==> src/design/dsg_pkg.sv <==
// Summary of operation
// - Debug is on after reset unless the stored settings disable it or set security, and a firmware control can switch it off.
// - Once firmware switches debug off, nothing turns it back on short of a reset, which reloads the stored setting.
// - A device-security setting shuts the external interfaces until a reset reloads the stored setting, with no command to undo it.
// - Under security all programming, debug and test access is blocked, also mid-sequence.
// - Four address breakpoint comparators and two data watchpoint comparators serve the probe.
// - Programming and debug run over the two-wire serial port only, which the probe must use.
package dsg_pkg;
  localparam int DSG_NUM_BP = 4;
  localparam int DSG_NUM_WP = 2;
  localparam int DSG_DATA_BITS = 32;
  localparam int DSG_REQ_BITS = 8;
  localparam int DSG_ACK_BITS = 3;
  localparam logic [2:0] DSG_ACK_OK = 3'h1;
  localparam logic [5:0] DSG_REQ_LAST = 6'h07;
  localparam logic [5:0] DSG_ACK_LAST = 6'h03;
  localparam logic [5:0] DSG_DATA_LAST = 6'h21;
  localparam logic [2:0] DSG_IDX_BP0 = 3'h0;
  localparam logic [2:0] DSG_IDX_WP0 = 3'h4;
  localparam logic [2:0] DSG_IDX_EN = 3'h6;
  localparam logic [2:0] DSG_IDX_STAT = 3'h7;
  localparam logic [31:0] DSG_CMP_RST = 32'h0000_0000;
  localparam logic DSG_DBG_OFF_RST = 1'b0;
  localparam logic DSG_SECURE_RST = 1'b0;
  typedef enum logic [6:0] {
    DSG_ST_BOOT = 7'b0000001,
    DSG_ST_IDLE = 7'b0000010,
    DSG_ST_REQ = 7'b0000100,
    DSG_ST_TRN1 = 7'b0001000,
    DSG_ST_ACK = 7'b0010000,
    DSG_ST_DATA = 7'b0100000,
    DSG_ST_TRN2 = 7'b1000000
  } dsg_state_t;
endpackage

==> src/design/dsg_cmp_if.sv <==
interface dsg_cmp_if;
  logic wr;
  logic [2:0] idx;
  logic [31:0] wdata;
  logic [31:0] rdata;
  logic dbg_en;
  modport host (output wr, output idx, output wdata, output dbg_en, input rdata);
  modport cmp (input wr, input idx, input wdata, input dbg_en, output rdata);
endinterface

==> src/design/dsg_cmp.sv <==
module dsg_cmp import dsg_pkg::*; #(
  parameter int NUM_BP = DSG_NUM_BP,
  parameter int NUM_WP = DSG_NUM_WP
) (
  input wire logic i_clock,
  input wire logic i_rst_b,
  dsg_cmp_if.cmp bus,
  input wire logic i_fetch_vld,
  input wire logic [31:0] i_fetch_addr,
  input wire logic i_data_vld,
  input wire logic [31:0] i_data_val,
  output logic [NUM_BP-1:0] o_bp_hit,
  output logic [NUM_WP-1:0] o_wp_hit
);
  // Index space holds 4 + 2 comparators below the enable word
  if (NUM_BP != 4 || NUM_WP != 2) begin : g_chk
    $error("dsg_cmp: comparator counts must fit the index map");
  end
  localparam int NUM_C = NUM_BP + NUM_WP;
  logic [31:0] val_ff [NUM_C];
  logic [31:0] nxt_val [NUM_C];
  logic [NUM_C-1:0] en_ff;
  logic [NUM_C-1:0] nxt_en;
  logic [NUM_BP-1:0] bp_ff;
  logic [NUM_BP-1:0] nxt_bp;
  logic [NUM_WP-1:0] wp_ff;
  logic [NUM_WP-1:0] nxt_wp;

  always_comb begin
    nxt_en = en_ff;
    if (bus.wr && bus.idx == DSG_IDX_EN) begin
      nxt_en = bus.wdata[NUM_C-1:0];
    end
    for (int i = 0; i < NUM_C; i++) begin
      nxt_val[i] = val_ff[i];
      if (bus.wr && bus.idx == 3'(i)) begin
        nxt_val[i] = bus.wdata;
      end
    end
    // Comparators stay silent whenever the gate has debug shut off
    for (int i = 0; i < NUM_BP; i++) begin
      nxt_bp[i] = bus.dbg_en && en_ff[i] && i_fetch_vld && i_fetch_addr == val_ff[i];
    end
    for (int i = 0; i < NUM_WP; i++) begin
      nxt_wp[i] = bus.dbg_en && en_ff[NUM_BP+i] && i_data_vld
        && i_data_val == val_ff[NUM_BP+i];
    end
  end

  always_ff @(posedge i_clock or negedge i_rst_b) begin
    if (!i_rst_b) begin
      for (int i = 0; i < NUM_C; i++) begin
        val_ff[i] <= DSG_CMP_RST;
      end
      en_ff <= '0;
      bp_ff <= '0;
      wp_ff <= '0;
    end else begin
      val_ff <= nxt_val;
      en_ff <= nxt_en;
      bp_ff <= nxt_bp;
      wp_ff <= nxt_wp;
    end
  end

  always_comb begin
    bus.rdata = 32'h0000_0000;
    if (bus.idx == DSG_IDX_EN) begin
      bus.rdata[NUM_C-1:0] = en_ff;
    end else if (bus.idx < 3'(NUM_C)) begin
      bus.rdata = val_ff[bus.idx];
    end
  end

  assign o_bp_hit = bp_ff;
  assign o_wp_hit = wp_ff;
endmodule

==> src/design/dsg_gate.sv <==
module dsg_gate import dsg_pkg::*; (
  input wire logic i_clock,
  input wire logic i_rst_b,
  input wire logic i_nvm_dbg_dis,
  input wire logic i_nvm_secure,
  input wire logic i_fw_dbg_disable,
  input wire logic i_fw_secure,
  input wire logic i_test_req,
  input wire logic i_flash_prog_req,
  input wire logic i_swclk,
  input wire logic i_swdio,
  output logic o_swdio,
  output logic o_swdio_oe_b,
  input wire logic i_fetch_vld,
  input wire logic [31:0] i_fetch_addr,
  input wire logic i_data_vld,
  input wire logic [31:0] i_data_val,
  output logic [DSG_NUM_BP-1:0] o_bp_hit,
  output logic [DSG_NUM_WP-1:0] o_wp_hit,
  output logic o_debug_en,
  output logic o_secure,
  output logic o_test_en,
  output logic o_flash_prog_en
);
  dsg_cmp_if cmp_bus ();

  // Pin synchronisers; only the second stage and its delayed copy are read
  logic clk_s1_ff, clk_s2_ff, clk_s3_ff, dio_s1_ff, dio_s2_ff;
  logic rise;
  always_ff @(posedge i_clock or negedge i_rst_b) begin
    if (!i_rst_b) begin
      clk_s1_ff <= 1'b0;
      clk_s2_ff <= 1'b0;
      clk_s3_ff <= 1'b0;
      dio_s1_ff <= 1'b0;
      dio_s2_ff <= 1'b0;
    end else begin
      clk_s1_ff <= i_swclk;
      clk_s2_ff <= clk_s1_ff;
      clk_s3_ff <= clk_s2_ff;
      dio_s1_ff <= i_swdio;
      dio_s2_ff <= dio_s1_ff;
    end
  end
  assign rise = clk_s2_ff && !clk_s3_ff;

  // Gate state
  dsg_state_t state_ff, nxt_state;
  logic dbg_off_ff, nxt_dbg_off, secure_ff, nxt_secure;
  logic test_en_ff, nxt_test_en, prog_en_ff, nxt_prog_en, dbg_en_ff, nxt_dbg_en;
  logic locked;

  always_comb begin
    nxt_dbg_off = dbg_off_ff;
    nxt_secure = secure_ff;
    if (state_ff == DSG_ST_BOOT) begin
      // Stored settings are taken before the port leaves boot
      nxt_dbg_off = i_nvm_dbg_dis;
      nxt_secure = i_nvm_secure;
    end
    // No path clears either flag; only a reset reloads them from storage
    if (i_fw_dbg_disable) begin
      nxt_dbg_off = 1'b1;
    end
    if (i_fw_secure) begin
      nxt_secure = 1'b1;
    end
    nxt_dbg_en = !nxt_dbg_off && !nxt_secure;
    // A flash sequence in flight is cut on the same edge that security lands
    nxt_test_en = i_test_req && !nxt_secure && state_ff != DSG_ST_BOOT;
    nxt_prog_en = i_flash_prog_req && !nxt_secure && state_ff != DSG_ST_BOOT;
  end

  always_ff @(posedge i_clock or negedge i_rst_b) begin
    if (!i_rst_b) begin
      dbg_off_ff <= DSG_DBG_OFF_RST;
      secure_ff <= DSG_SECURE_RST;
      dbg_en_ff <= 1'b0;
      test_en_ff <= 1'b0;
      prog_en_ff <= 1'b0;
    end else begin
      dbg_off_ff <= nxt_dbg_off;
      secure_ff <= nxt_secure;
      dbg_en_ff <= nxt_dbg_en;
      test_en_ff <= nxt_test_en;
      prog_en_ff <= nxt_prog_en;
    end
  end
  assign locked = nxt_dbg_off || nxt_secure;

  // Serial port engine
  logic [5:0] cnt_ff, nxt_cnt;
  logic [7:0] req_ff, nxt_req;
  logic [32:0] sh_ff, nxt_sh;
  logic rnw_ff, nxt_rnw, out_ff, nxt_out, oe_b_ff, nxt_oe_b, wr_ff, nxt_wr;
  logic [2:0] idx_ff, nxt_idx;
  logic [7:0] req_in;
  logic [31:0] rd_word;

  function automatic logic req_good(input logic [7:0] r);
    req_good = r[0] && !r[6] && r[7] && (^r[4:1] == r[5]);
  endfunction

  assign req_in = {dio_s2_ff, req_ff[7:1]};
  always_comb begin
    rd_word = cmp_bus.rdata;
    if (idx_ff == DSG_IDX_STAT) begin
      rd_word = {30'h0, secure_ff, dbg_en_ff};
    end
  end

  always_comb begin
    nxt_state = state_ff;
    nxt_cnt = cnt_ff;
    nxt_req = req_ff;
    nxt_sh = sh_ff;
    nxt_rnw = rnw_ff;
    nxt_idx = idx_ff;
    nxt_out = out_ff;
    nxt_oe_b = oe_b_ff;
    nxt_wr = 1'b0;
    if (state_ff == DSG_ST_BOOT) begin
      nxt_state = DSG_ST_IDLE;
    end else if (locked) begin
      // Locked port never answers and drops any transfer under way
      nxt_state = DSG_ST_IDLE;
      nxt_oe_b = 1'b1;
    end else if (rise) begin
      case (state_ff)
        DSG_ST_IDLE: begin
          if (dio_s2_ff) begin
            nxt_state = DSG_ST_REQ;
            nxt_req = req_in;
            nxt_cnt = 6'h01;
          end
        end
        DSG_ST_REQ: begin
          nxt_req = req_in;
          nxt_cnt = cnt_ff + 6'h01;
          if (cnt_ff == DSG_REQ_LAST) begin
            // Malformed headers get no reply, as the probe expects
            nxt_state = req_good(req_in) ? DSG_ST_TRN1 : DSG_ST_IDLE;
            nxt_rnw = req_in[2];
            nxt_idx = {req_in[1], req_in[4:3]};
          end
        end
        DSG_ST_TRN1: begin
          nxt_state = DSG_ST_ACK;
          nxt_oe_b = 1'b0;
          nxt_out = DSG_ACK_OK[0];
          nxt_cnt = 6'h01;
        end
        DSG_ST_ACK: begin
          nxt_cnt = cnt_ff + 6'h01;
          if (cnt_ff != DSG_ACK_LAST) begin
            nxt_out = DSG_ACK_OK[cnt_ff[1:0]];
          end else if (rnw_ff) begin
            nxt_state = DSG_ST_DATA;
            nxt_sh = {^rd_word, rd_word};
            nxt_out = rd_word[0];
            nxt_cnt = 6'h01;
          end else begin
            nxt_state = DSG_ST_TRN2;
            nxt_oe_b = 1'b1;
          end
        end
        DSG_ST_DATA: begin
          nxt_cnt = cnt_ff + 6'h01;
          if (rnw_ff) begin
            nxt_sh = {1'b0, sh_ff[32:1]};
            nxt_out = sh_ff[1];
            if (cnt_ff == DSG_DATA_LAST) begin
              nxt_state = DSG_ST_TRN2;
              nxt_oe_b = 1'b1;
            end
          end else begin
            nxt_sh = {dio_s2_ff, sh_ff[32:1]};
            if (cnt_ff == DSG_DATA_LAST - 6'h01) begin
              nxt_state = DSG_ST_IDLE;
              nxt_wr = (^nxt_sh[31:0] == nxt_sh[32]) && idx_ff != DSG_IDX_STAT;
            end
          end
        end
        DSG_ST_TRN2: begin
          nxt_state = rnw_ff ? DSG_ST_IDLE : DSG_ST_DATA;
          nxt_cnt = 6'h00;
        end
        default: begin
          nxt_state = DSG_ST_IDLE;
        end
      endcase
    end
  end

  always_ff @(posedge i_clock or negedge i_rst_b) begin
    if (!i_rst_b) begin
      state_ff <= DSG_ST_BOOT;
      cnt_ff <= 6'h00;
      req_ff <= 8'h00;
      sh_ff <= 33'h0_0000_0000;
      rnw_ff <= 1'b0;
      idx_ff <= 3'h0;
      out_ff <= 1'b0;
      oe_b_ff <= 1'b1;
      wr_ff <= 1'b0;
    end else begin
      state_ff <= nxt_state;
      cnt_ff <= nxt_cnt;
      req_ff <= nxt_req;
      sh_ff <= nxt_sh;
      rnw_ff <= nxt_rnw;
      idx_ff <= nxt_idx;
      out_ff <= nxt_out;
      oe_b_ff <= nxt_oe_b;
      wr_ff <= nxt_wr;
    end
  end

  assign cmp_bus.wr = wr_ff;
  assign cmp_bus.idx = idx_ff;
  assign cmp_bus.wdata = sh_ff[31:0];
  assign cmp_bus.dbg_en = dbg_en_ff;

  dsg_cmp #(.NUM_BP(DSG_NUM_BP), .NUM_WP(DSG_NUM_WP)) u_cmp (
    .i_clock(i_clock),
    .i_rst_b(i_rst_b),
    .bus(cmp_bus),
    .i_fetch_vld(i_fetch_vld),
    .i_fetch_addr(i_fetch_addr),
    .i_data_vld(i_data_vld),
    .i_data_val(i_data_val),
    .o_bp_hit(o_bp_hit),
    .o_wp_hit(o_wp_hit)
  );

  assign o_swdio = out_ff;
  assign o_swdio_oe_b = oe_b_ff;
  assign o_debug_en = dbg_en_ff;
  assign o_secure = secure_ff;
  assign o_test_en = test_en_ff;
  assign o_flash_prog_en = prog_en_ff;
endmodule

==> config.mk <==
export PLATFORM = sky130hd
export DESIGN_NAME = dsg_gate
export DESIGN_NICKNAME = d
export VERILOG_FILES = /design/src/design/dsg_pkg.sv /design/src/design/dsg_cmp_if.sv /design/src/design/dsg_cmp.sv /design/src/design/dsg_gate.sv
export SDC_FILE = /design/constraint.sdc
export NUM_CORES = 1
export LEC_CHECK = 0
export BUFFER_PORTS_ARGS = -buffer_cell sky130_fd_sc_hd__buf_2
export CAP_MARGIN = 20
export CELL_PAD_IN_SITES_DETAIL_PLACEMENT = 2
export CELL_PAD_IN_SITES_GLOBAL_PLACEMENT = 2
export CORE_MARGIN = 3
export CORE_UTILIZATION = 41
export DETAILED_ROUTE_END_ITERATION = 10
export GPL_ROUTABILITY_DRIVEN = 0
export PLACE_DENSITY_LB_ADDON = 0.1
export SYNTH_ARGS = -nofsm -noshare
export SYNTH_HDL_FRONTEND = slang
export SYNTH_HIERARCHICAL = 1
export SYNTH_SLANG_ARGS = --single-unit
export TNS_END_PERCENT = 5
==> constraint.sdc <==
create_clock -name i_clock -period 4.4 [get_ports i_clock]
set_clock_uncertainty 0.1 [all_clocks]
set_input_delay 0.44 -clock i_clock [delete_from_list [all_inputs] [get_ports i_clock]]
set_output_delay 0.44 -clock i_clock [all_outputs]
set_load 0.01 [all_outputs]
==> impl_metrics.ini, run 1 <==
[floorplanning]
die_area_sq_mm = 0.0402
start_util_pct = 42.0
io_pins = 88
row_count = 70
coreArea_sq_mm = 0.0370
die_h_um = 201
fp.dieW_um = 201

[synth]
synth_top_area_cell = dfrtp_1
syn-instance-count = 1312
yosys_warnings = 6
netlist_area_sq_mm = 0.0155
synth_seq_cells = 274
synthArstFlopShare_pct = 100
synth_top_area_share_pct = 43.8
synth-edff-count = 0
avgSynthCellArea_sq_um = 11.8
yosysSeqAreaShare_pct = 44.2
ys_types = 64
netlist_top_cells_area = dfrtp_1 (44%), mux2_2 (14%), xnor2_1 (9.0%)
syn-num-nets = 1391
ys.flop_type = dfrtp_1

[layout]
multi_input_area_sq_mm = 0.00813
drive_gt1_share_pct = 29.8
antenna_cells = 0
nets = 1459
nFillCells = 3719
area.sequential_sq_mm = 0.00687
syn_to_final_growth_pct = 13.4

[power]
p_leak_nw = 7.87
pwr_density_cell_mw_per_mm2 = 328
peakVddDrop_mv = 0.230

[grt]
grt_pass1_vias = 12300
overflow = 0
grt_max_degree = 98
grt_usage_pct = 27.5
antenna_found_initial = 1
grt_pass1_wl_um = 83300

[clock_network]
tritoncts = yes
clock_sinks = 274
post_cts_buffers = 0
cts_resized = 0
numCtsBuffers = 35
insertion_delay_ns = 0.53
clk_pin_slew_ns = 0.06
cts_buffer_depth = 3
cts-hold-fix-buffers = 3
htree_levels = 2
root_buffer = clkbuf_16

[route]
vias_per_cell = 5.77
drc = 0
drt_wl_total_um = 55400
num_vias = 11000
drtIter0Drc = 608
antenna_left = 0
dr.pass1.iters = 4
wire_per_inst_um = 29.0

[critical_path]
crit_path_end_kind = flip-flop
cp.required_ns = 4.72
cp.arrival_ns = 3.98
worstSetupPathType = flip-flop to flip-flop
cp_max_fo = 43
startpoint_type = flip-flop

[placed_design]
place_ws_ns = 0.752
dp_hpwl_um = 40100
io_buffers = 87

[sta]
slew_headroom_pct = 31.2
finalMaxSlewViolations = 0
period_minus_slack_ns = 3.66
setup_viol = 0
hold_violations = 0
max_freq_ghz = 0.273
setup_tns_ns = 0
min_period_over_period_pct = 83.2
layout_setup_ws_ns = 0.738
rsz0062_at_grt = no
tightest_slew_ns = 1.03

[worst_hold_path]
hold_class = input pin to flip-flop

[run_status]
status = finished clean

[run]
drv_cap = 0
-- cell usage after synthesis, types with 5 or more instances --
| cell | n |
|---|---|
| mux2_1 | 13 |
| mux4_2 | 32 |
| or4_1 | 7 |
| nand4b_1 | 5 |
| nand3_1 | 12 |
| buf_4 | 15 |
| and3_1 | 34 |
| a21oi_1 | 51 |
| clkbuf_1 | 27 |
| nor3_1 | 9 |
| nor2_1 | 31 |
| inv_1 | 29 |
| mux2i_1 | 39 |
| nand2_1 | 48 |
| o21ai_0 | 10 |
| nand2b_1 | 10 |
| buf_6 | 6 |
| xor2_1 | 102 |
| xnor2_1 | 159 |
| nor4_1 | 25 |
| buf_2 | 28 |
| nand4_1 | 30 |
| o22ai_1 | 27 |
| dfrtp_1 | 272 |
| mux2_2 | 199 |
| o21ai_1 | 34 |
-- layout make-up --
class,instances,area share [%]
Clock buffer,50,5.94
Clock inverter,13,0.811
Inverter,30,0.647
Multi-Input combinational cell,929,46.2
Sequential cell,274,39.0
Tap cell,504,3.58
Timing Repair Buffer,110,3.84
-- sequential cells by signal, summed over array words and instances, names as in the netlist, 2 cells and up --
| register | cells |
|---|---|
| cmp_bus.idx | 3 |
| cnt_ff | 6 |
| req_ff | 7 |
| sh_ff | 33 |
| state_ff | 7 |
| u_cmp/en_ff | 6 |
| u_cmp/o_bp_hit | 4 |
| u_cmp/o_wp_hit | 2 |
| u_cmp/val_ff | 192 |
-- layer usage --
metal	track usage, %	routed length [um]	vias up
li1	-	-	4792
met1	35.4	23700	5905
met2	47.0	27600	223
met3	4.33	2150	90
met4	9.81	1970	2
met5	0	13	-
-- stage by stage --
step | instances | util, % | power, mW | hold slack (ns) | area (sq um)
floorplan | 1312 | - | 2.66 | 0.0444 | 15500
CTS | 1910 | 47.6 | 5.84 | 0.00942 | 17600
global route | 1910 | 47.6 | 5.96 | 0.0467 | 17600
detailed placement | 1844 | 44.3 | 2.83 | 0.237 | 16400
finish | 1910 | 47.6 | 5.76 | 0.0384 | 17600
global placement | 1844 | 44.3 | 2.82 | 0.233 | 16400
-- path summary, 6_finish.rpt --
kind / startpoint / end / slack (ns) / cells after the start
min in group asynchronous: i_rst_b / u_cmp/val_ff[59] / 0.39 / 2
min reg2reg: dio_s1_ff / dio_s2_ff / 0.25 / 0
max reg2reg: cmp_bus.idx[0] / sh_ff[32] / 0.74 / 10
min: i_fw_secure / o_secure / 0.04 / 2
max: cmp_bus.idx[0] / sh_ff[32] / 0.74 / 10
max in group asynchronous: i_rst_b / u_cmp/val_ff[76] / 2.68 / 3
-- critical path, stage by stage (launching register included) --
cell and delay [ns]:
dfrtp_4 1.05, nor2b_1 0.46, a21oi_1 0.15, a21oi_1 0.29, xor2_1 0.31, xnor2_1 0.17, xnor2_1 0.11, xnor2_1 0.31
xnor2_1 0.18, a2111oi_4 0.35, nor2_1 0.06
-- cell usage in the layout, fill, tap and decap left out, drive strengths merged, types with 7 or more instances in the layout --
cell type / instances
nor2: 31
a21oi: 51
nand2: 48
mux4: 32
o21ai: 44
clkinv: 10
clkbuf: 50
and3: 34
inv: 29
mux2: 212
o22ai: 27
nand4: 30
nand3: 12
or4: 7
xnor2: 159
mux2i: 39
nor4: 28
nand4b: 7
dfrtp: 272
buf: 107
xor2: 102
nand2b: 11
nor3b: 7
nor3: 12
-- report_power, final --
part | internal (mW) | total, mW | switching [mW] | leakage [nW]
logic | 0.0850 | 0.261 | 0.176 | 3.50
registers | 2.52 | 2.53 | 0.00233 | 3.78
clock network | 1.83 | 2.98 | 1.15 | 0.591
total | 4.44 | 5.76 | 1.33 | 7.87
-- kinds of logic (layout without fill, tap and decap cells) --
logic type	Yosys count	count (layout)	share of synthesized area, %
XOR/XNOR	261	261	14.7
flip-flops	274	274	44.2
adder cells (fa/ha/maj)	3	3	0.242
buffers and inverters	109	203	3.53
multiplexers	283	283	22.5
AO/OA/AOI/OAI	139	139	5.28
AND/OR/NAND/NOR	243	243	9.50
Note: power is estimated with default switching activity, not from simulation.
==> run 2: changes to the inputs <==
--- a/config.mk
+++ b/config.mk
@@ -10,7 +10,7 @@
 export CELL_PAD_IN_SITES_DETAIL_PLACEMENT = 2
 export CELL_PAD_IN_SITES_GLOBAL_PLACEMENT = 2
 export CORE_MARGIN = 3
-export CORE_UTILIZATION = 41
+export CORE_UTILIZATION = 38
 export DETAILED_ROUTE_END_ITERATION = 10
 export GPL_ROUTABILITY_DRIVEN = 0
 export PLACE_DENSITY_LB_ADDON = 0.1
==> constraint.sdc (replaced) <==
create_clock -name i_clock -period 3.2 [get_ports i_clock]
set_clock_uncertainty 0.1 [all_clocks]
set_input_delay 0.32 -clock i_clock [delete_from_list [all_inputs] [get_ports i_clock]]
set_output_delay 0.32 -clock i_clock [all_outputs]
set_load 0.01 [all_outputs]
==> run 2 against run 1 <==
Against the previous run:
- die area is 7.7% higher
- setup slack worse by 0.62 ns
- non-clock buffer count is 64 higher
- power is 34% higher
- critical endpoint unchanged
==> impl_metrics.ini, run 2 (synthesis results as in run 1) <==
[power]
power_mw = 7.70
peakVddDrop_mv = 0.300
p_leak_nw = 8.21
pwr_density_cell_mw_per_mm2 = 422

[grt]
grt_busiest_layer = met2
grt_max_degree = 64
met2_usage_pct = 44.9
antenna_found_initial = 0
grt_pass1_wl_um = 84800
met3_usage_pct = 2.61
grt_util_met1_pct = 35.3
overflow = 0
grt_usage_pct = 26.0
grt_pass1_vias = 12400

[layout]
nets = 1523
reg_top3 = u_cmp/val_ff x192, sh_ff x33
nFillCells = 4041
multi_input_area_sq_mm = 0.00823
final_common_cell = dfrtp_1
utilization_pct = 45.6
syn_to_final_growth_pct = 17.5
antenna_cells = 0
largest_reg_flops = 192
area.sequential_sq_mm = 0.00687
top_register = u_cmp/val_ff
finish.instance_area_sq_mm = 0.0182
final_cell_mix = dfrtp_1 (269), mux2_2 (199), xnor2_1 (156), xor2_1 (102), buf_2 (86)
drive_gt1_share_pct = 32.9

[route]
drc = 0
antenna_left = 0
dr.pass1.iters = 4
wire_per_inst_um = 28.5
vias_per_cell = 5.64
num_vias = 11200
drtIter0Drc = 632
drt_wl_total_um = 56800

[clock_network]
tritoncts = yes
insertion_delay_ns = 0.55
cts_buffer_depth = 3
root_buffer = clkbuf_16
clk_pin_slew_ns = 0.06
numCtsBuffers = 35
htree_levels = 2
clock_sinks = 274

[placed_design]
io_buffers = 87
dpl-instance-area_sq_mm = 0.0169
dp_hpwl_um = 41800

[sta]
min_period_over_period_pct = 96.5
finalMaxSlewViolations = 0
setup_viol = 0
max_freq_ghz = 0.324
hold_violations = 0
tightest_slew_ns = 0.727
slew_headroom_pct = 51.1
period_minus_slack_ns = 3.09

[run]
drv_cap = 0

[critical_path]
path_delay_family = XOR/XNOR gates
startpoint_type = flip-flop
worst-path-buf-inv = 3
cp.arrival_ns = 3.40
slowest_delay_ns = 0.58
worstSetupPathType = flip-flop to flip-flop
cp_max_fo = 14
cp.required_ns = 3.51
cp_common_cell = xnor2_1
crit_chain = buf_12 > buf_4 > mux4_2 > inv_1 > o22ai_1 > xnor2_1 > xnor2_1 > xnor2_1 > xnor2_1 > xnor2_2 > a2111oi_4 > nor2_1
crit_slowest_cell = dfrtp_4
crit_path_end_kind = flip-flop
reg2reg_slack_ns = 0.11

[floorplanning]
io_pins = 88
start_util_pct = 38.8
die_area_sq_mm = 0.0433
fp.dieW_um = 208
row_count = 73
die_h_um = 208
coreArea_sq_mm = 0.0400

[worst_hold_path]
hold_class = input pin to flip-flop

[run_status]
status = finished clean
## run 2: changes by cell type in the layout (fill, tap and decap cells not counted), sizes merged
cell,before,now
buf,107,165
clkinvlp,1,0
clkbuf,50,57
clkinv,10,3
dlygate4sd3,3,9
bufinv,3,0
## run 2: timing repair
item | CTS | global route
endpoints found under the hold margin | 59 | 0
resized for setup | 0 | 28
setup buffers | 0 | 5
hold buffers | 9 | 0
endpoints found under the setup margin | 0 | 1
## run 2: layout make-up
class | count | area share [%]
Timing Repair Buffer | 174 | 6.98
Clock buffer | 57 | 5.98
Inverter | 30 | 0.624
Multi-Input combinational cell | 929 | 45.1
Sequential cell | 274 | 37.7
Clock inverter | 2 | 0.0549
Tap cell | 525 | 3.60
## run 2: path summary, 6_finish.rpt
kind | start | to | depth (start not counted)
max | cmp_bus.idx[1] | sh_ff[32] | 12
max in group asynchronous | i_rst_b | u_cmp/val_ff[99] | 3
min in group asynchronous | i_rst_b | u_cmp/val_ff[54] | 2
max reg2reg | cmp_bus.idx[1] | sh_ff[32] | 12
min reg2reg | dio_s1_ff | dio_s2_ff | 0
min | i_data_val[11] | u_cmp/o_wp_hit[1] | 4
## run 2: report_power, final
group          total, mW  leakage, nW  internal, mW  switching, mW
Combinational      0.372         3.88         0.126          0.246
Clock               3.86        0.541          2.31           1.54
Sequential          3.47         3.78          3.47        0.00367
Total               7.70         8.21          5.91           1.79
## run 2: layer usage
layer / wire length [um] / part of all wire, %
met3: 1490 / 2.6
met5: 0 / 0
met4: 1180 / 2.1
met2: 28800 / 51
met1: 25300 / 45
## run 2: worst reg2reg max path, delay by kind of cell (launching register included)
family	cells	cell delay, ns
flip-flops	1	0.58
AO/OA/AOI/OAI	2	0.39
AND/OR/NAND/NOR	1	0.07
XOR/XNOR	5	1.02
multiplexers	1	0.32
buffers and inverters	3	0.48
## run 2: per-stage QoR
step	worst slack (ns)	hold slack, ns	setup TNS, ns	std cells
finish	0.113	0.0246	0	1991
detailed placement	0.0411	0.220	0	1918
floorplan	0.428	-0.0756	0	1312
global route	-0.0136	0.0683	-0.0136	1991
global placement	0.0547	0.221	0	1918
CTS	0.0106	0.00326	0	1986
==> run 3: changes to the inputs <==
--- a/config.mk
+++ b/config.mk
@@ -5,12 +5,13 @@
 export SDC_FILE = /design/constraint.sdc
 export NUM_CORES = 1
 export LEC_CHECK = 0
+export ABC_AREA = 1
 export BUFFER_PORTS_ARGS = -buffer_cell sky130_fd_sc_hd__buf_2
 export CAP_MARGIN = 20
 export CELL_PAD_IN_SITES_DETAIL_PLACEMENT = 2
 export CELL_PAD_IN_SITES_GLOBAL_PLACEMENT = 2
 export CORE_MARGIN = 3
-export CORE_UTILIZATION = 38
+export CORE_UTILIZATION = 32
 export DETAILED_ROUTE_END_ITERATION = 10
 export GPL_ROUTABILITY_DRIVEN = 0
 export PLACE_DENSITY_LB_ADDON = 0.1
==> run 3 against run 2 <==
Against the previous run:
- non-clock buffer count down 25
- die area increased by 25%
- combinational power rose by 7.0%
- via count grew 49%
- sequential cell count is the same
- setup slack gained 0.064 ns
- highest routed layer is now met5
- critical endpoint unchanged
- sequential share of layout area fell by 2.2 points
- count of clock-buffer cells in the layout fell by 2
- utilization decreased by 7.3 points
==> impl_metrics.ini, run 3 <==
[worst_hold_path]
min_from = i_fw_dbg_disable
holdPathEnd = o_debug_en
hold_class = input pin to flip-flop
whs_path_depth = 4

[sta]
layout_setup_ws_ns = 0.178
min_period_over_period_pct = 94.4
period_minus_slack_ns = 3.02
tightest_slew_ns = 0.805
rsz0062_at_grt = yes
hold_slack_ns = 0.0695
slew_headroom_pct = 45.8
setup_viol = 0
max_freq_ghz = 0.331
finalMaxSlewViolations = 0
hold_violations = 0

[critical_path]
r2r-start = cmp_bus.idx[1]
reg2reg_slack_ns = 0.18
startpoint_type = flip-flop
cp_common_cell = nand2_1
crit_path_end_kind = flip-flop
cp.arrival_ns = 3.42
reg2reg_to = sh_ff[32]
path_delay_family = compound AO/OA/AOI/OAI gates
ff2ff_path_depth = 19
cp.required_ns = 3.59
cp_max_fo = 8
worst-path-buf-inv = 4
crit_chain = inv_1 > nand2_1 > buf_4 > o22ai_1 > o21ai_2 > o21ai_0 > o21ai_1 > nor2_1 > nand2_1 > nand2_1 > nand2_1 > inv_1 > nor2_1 > nand2_1 > nand2_1 > inv_1 > nand2_1 > nand3_1 > a21oi_1
worstSetupPathType = flip-flop to flip-flop
slowest_delay_ns = 0.46
crit_slowest_cell = dfrtp_2

[synth]
ys.flop_type = dfrtp_1
syn-instance-count = 2372
synth-edff-count = 0
synthTopCellsByCount = nand2_1 (901), inv_1 (282), dfrtp_1 (272)
synthArstFlopShare_pct = 100
yosys_warnings = 6
netlist_area_sq_mm = 0.0164
avgSynthCellArea_sq_um = 6.93
syn-num-nets = 2451
synth_top_area_share_pct = 41.4
synth.most_common_cell = nand2_1
yosysSeqAreaShare_pct = 41.8
ys_types = 43
synth_top_area_cell = dfrtp_1
synth_seq_cells = 274
netlist_top_cells_area = dfrtp_1 (41%), nand2_1 (21%), o21ai_0 (8.1%)

[grt]
grt_max_degree = 65
grt_pass1_wl_um = 114000
grt_usage_pct = 28.3
grt_pass1_vias = 18100
overflow = 0
antenna_found_initial = 4

[clock_network]
cts_buffer_depth = 3
clock_sinks = 274
insertion_delay_ns = 0.57
htree_levels = 2
root_buffer = clkbuf_16
tritoncts = yes
clk_pin_slew_ns = 0.06
numCtsBuffers = 38

[layout]
final_cell_mix = nand2_1 (899), inv_1 (282), dfrtp_1 (270), o21ai_0 (253), nor2_1 (145)
syn_to_final_growth_pct = 17.7
largest_reg_flops = 192
top_register = u_cmp/val_ff
final_common_cell = nand2_1
nets = 2555
reg_top3 = u_cmp/val_ff x192, sh_ff x33
drive_gt1_share_pct = 9.95

[placed_design]
place_ws_ns = -0.749
dp_hpwl_um = 57400
io_buffers = 87

[route]
dr.pass1.iters = 5
wire_per_inst_um = 24.0
drtIter0Drc = 1184
vias_per_cell = 5.27
drc = 0
drt_wl_total_um = 76200
num_vias = 16800
antenna_left = 0

[floorplanning]
io_pins = 88
coreArea_sq_mm = 0.0505
die_h_um = 233
die_area_sq_mm = 0.0541
row_count = 82
start_util_pct = 32.5
fp.dieW_um = 233

[power]
pwr_density_cell_mw_per_mm2 = 428
peakVddDrop_mv = 0.346
p_leak_nw = 9.15

[run]
drv_cap = 0

[run_status]
status = finished clean
## run 3: cell type report
cell class,instances,area [sq um]
Fill cell,6071,31100
Multi-Input combinational cell,1725,8160
Sequential cell,274,6860
Timing Repair Buffer,149,1130
Clock buffer,55,1120
Inverter,288,1080
Tap cell,672,841
Clock inverter,12,141
Antenna cell,1,2.50
## run 3: power breakdown
group          leakage (nW)  switching (mW)  internal [mW]  total, mW
Clock                 0.620            1.73           2.67       4.40
Sequential             3.76         0.00243           3.47       3.47
Combinational          4.77           0.273          0.125      0.398
## run 3: through the flow
step                      cells  utilization [%]  total power, mW  setup TNS, ns  cell area, sq um
after floorplan            2372                -             3.68              0             16400
after global placement     3095             35.5             3.92         -0.630             17900
after detailed placement   3095             35.5             3.93         -0.845             17900
after CTS                  3173             38.2             8.38              0             19300
after global routing       3175             38.3             8.55        -0.0606             19300
final                      3176             38.3             8.27              0             19300
## run 3: what timing repair did
action | in CTS | in global routing
setup buffers | 0 | 2
hold endpoints to repair | 57 | 0
hold buffers | 11 | 0
endpoints found under the setup margin | 3 | 23
resized for setup | 8 | 17
## run 3: cells by family (layout without fill, tap and decap cells)
logic type | count (synthesis) | in the layout | share of synthesized area (%)
xor+xnor | 100 | 100 | 5.33
flops | 274 | 274 | 41.8
simple gates | 1176 | 1176 | 28.6
fa+ha+maj | 3 | 3 | 0.229
compound gates | 443 | 443 | 15.0
buf+inv | 373 | 504 | 8.93
other cells | 0 | 1 | 0
mux | 3 | 3 | 0.183
## run 3: worst max-delay path by stage
| stage | from | to | slack (ns) | cells after the start |
|---|---|---|---|---|
| after floorplan | cmp_bus.idx[0] | sh_ff[32] | 0.73 | 18 |
| after global placement | cmp_bus.idx[1] | sh_ff[32] | -0.63 | 18 |
| after detailed placement | cmp_bus.idx[1] | sh_ff[32] | -0.75 | 18 |
| after CTS | cmp_bus.idx[1] | sh_ff[32] | 0.001 | 19 |
| after global routing | cmp_bus.idx[1] | sh_ff[32] | -0.06 | 20 |
| final | cmp_bus.idx[1] | sh_ff[32] | 0.18 | 19 |
## run 3: tightest hold or removal path, stage by stage
cell	delay, ns
buf_2	0.09
a21oi_1	0.04
nand2_1	0.11
nor2_4	0.11
## run 3: routing by layer
layer  global-route usage, %  routed length [um]  vias to the layer above
li1                        -                   -                     7700
met1                    37.3               34300                     8590
met2                    47.5               36100                      331
met3                    3.82                3010                      124
met4                    9.95                2800                        6
met5                       0                  37                        -
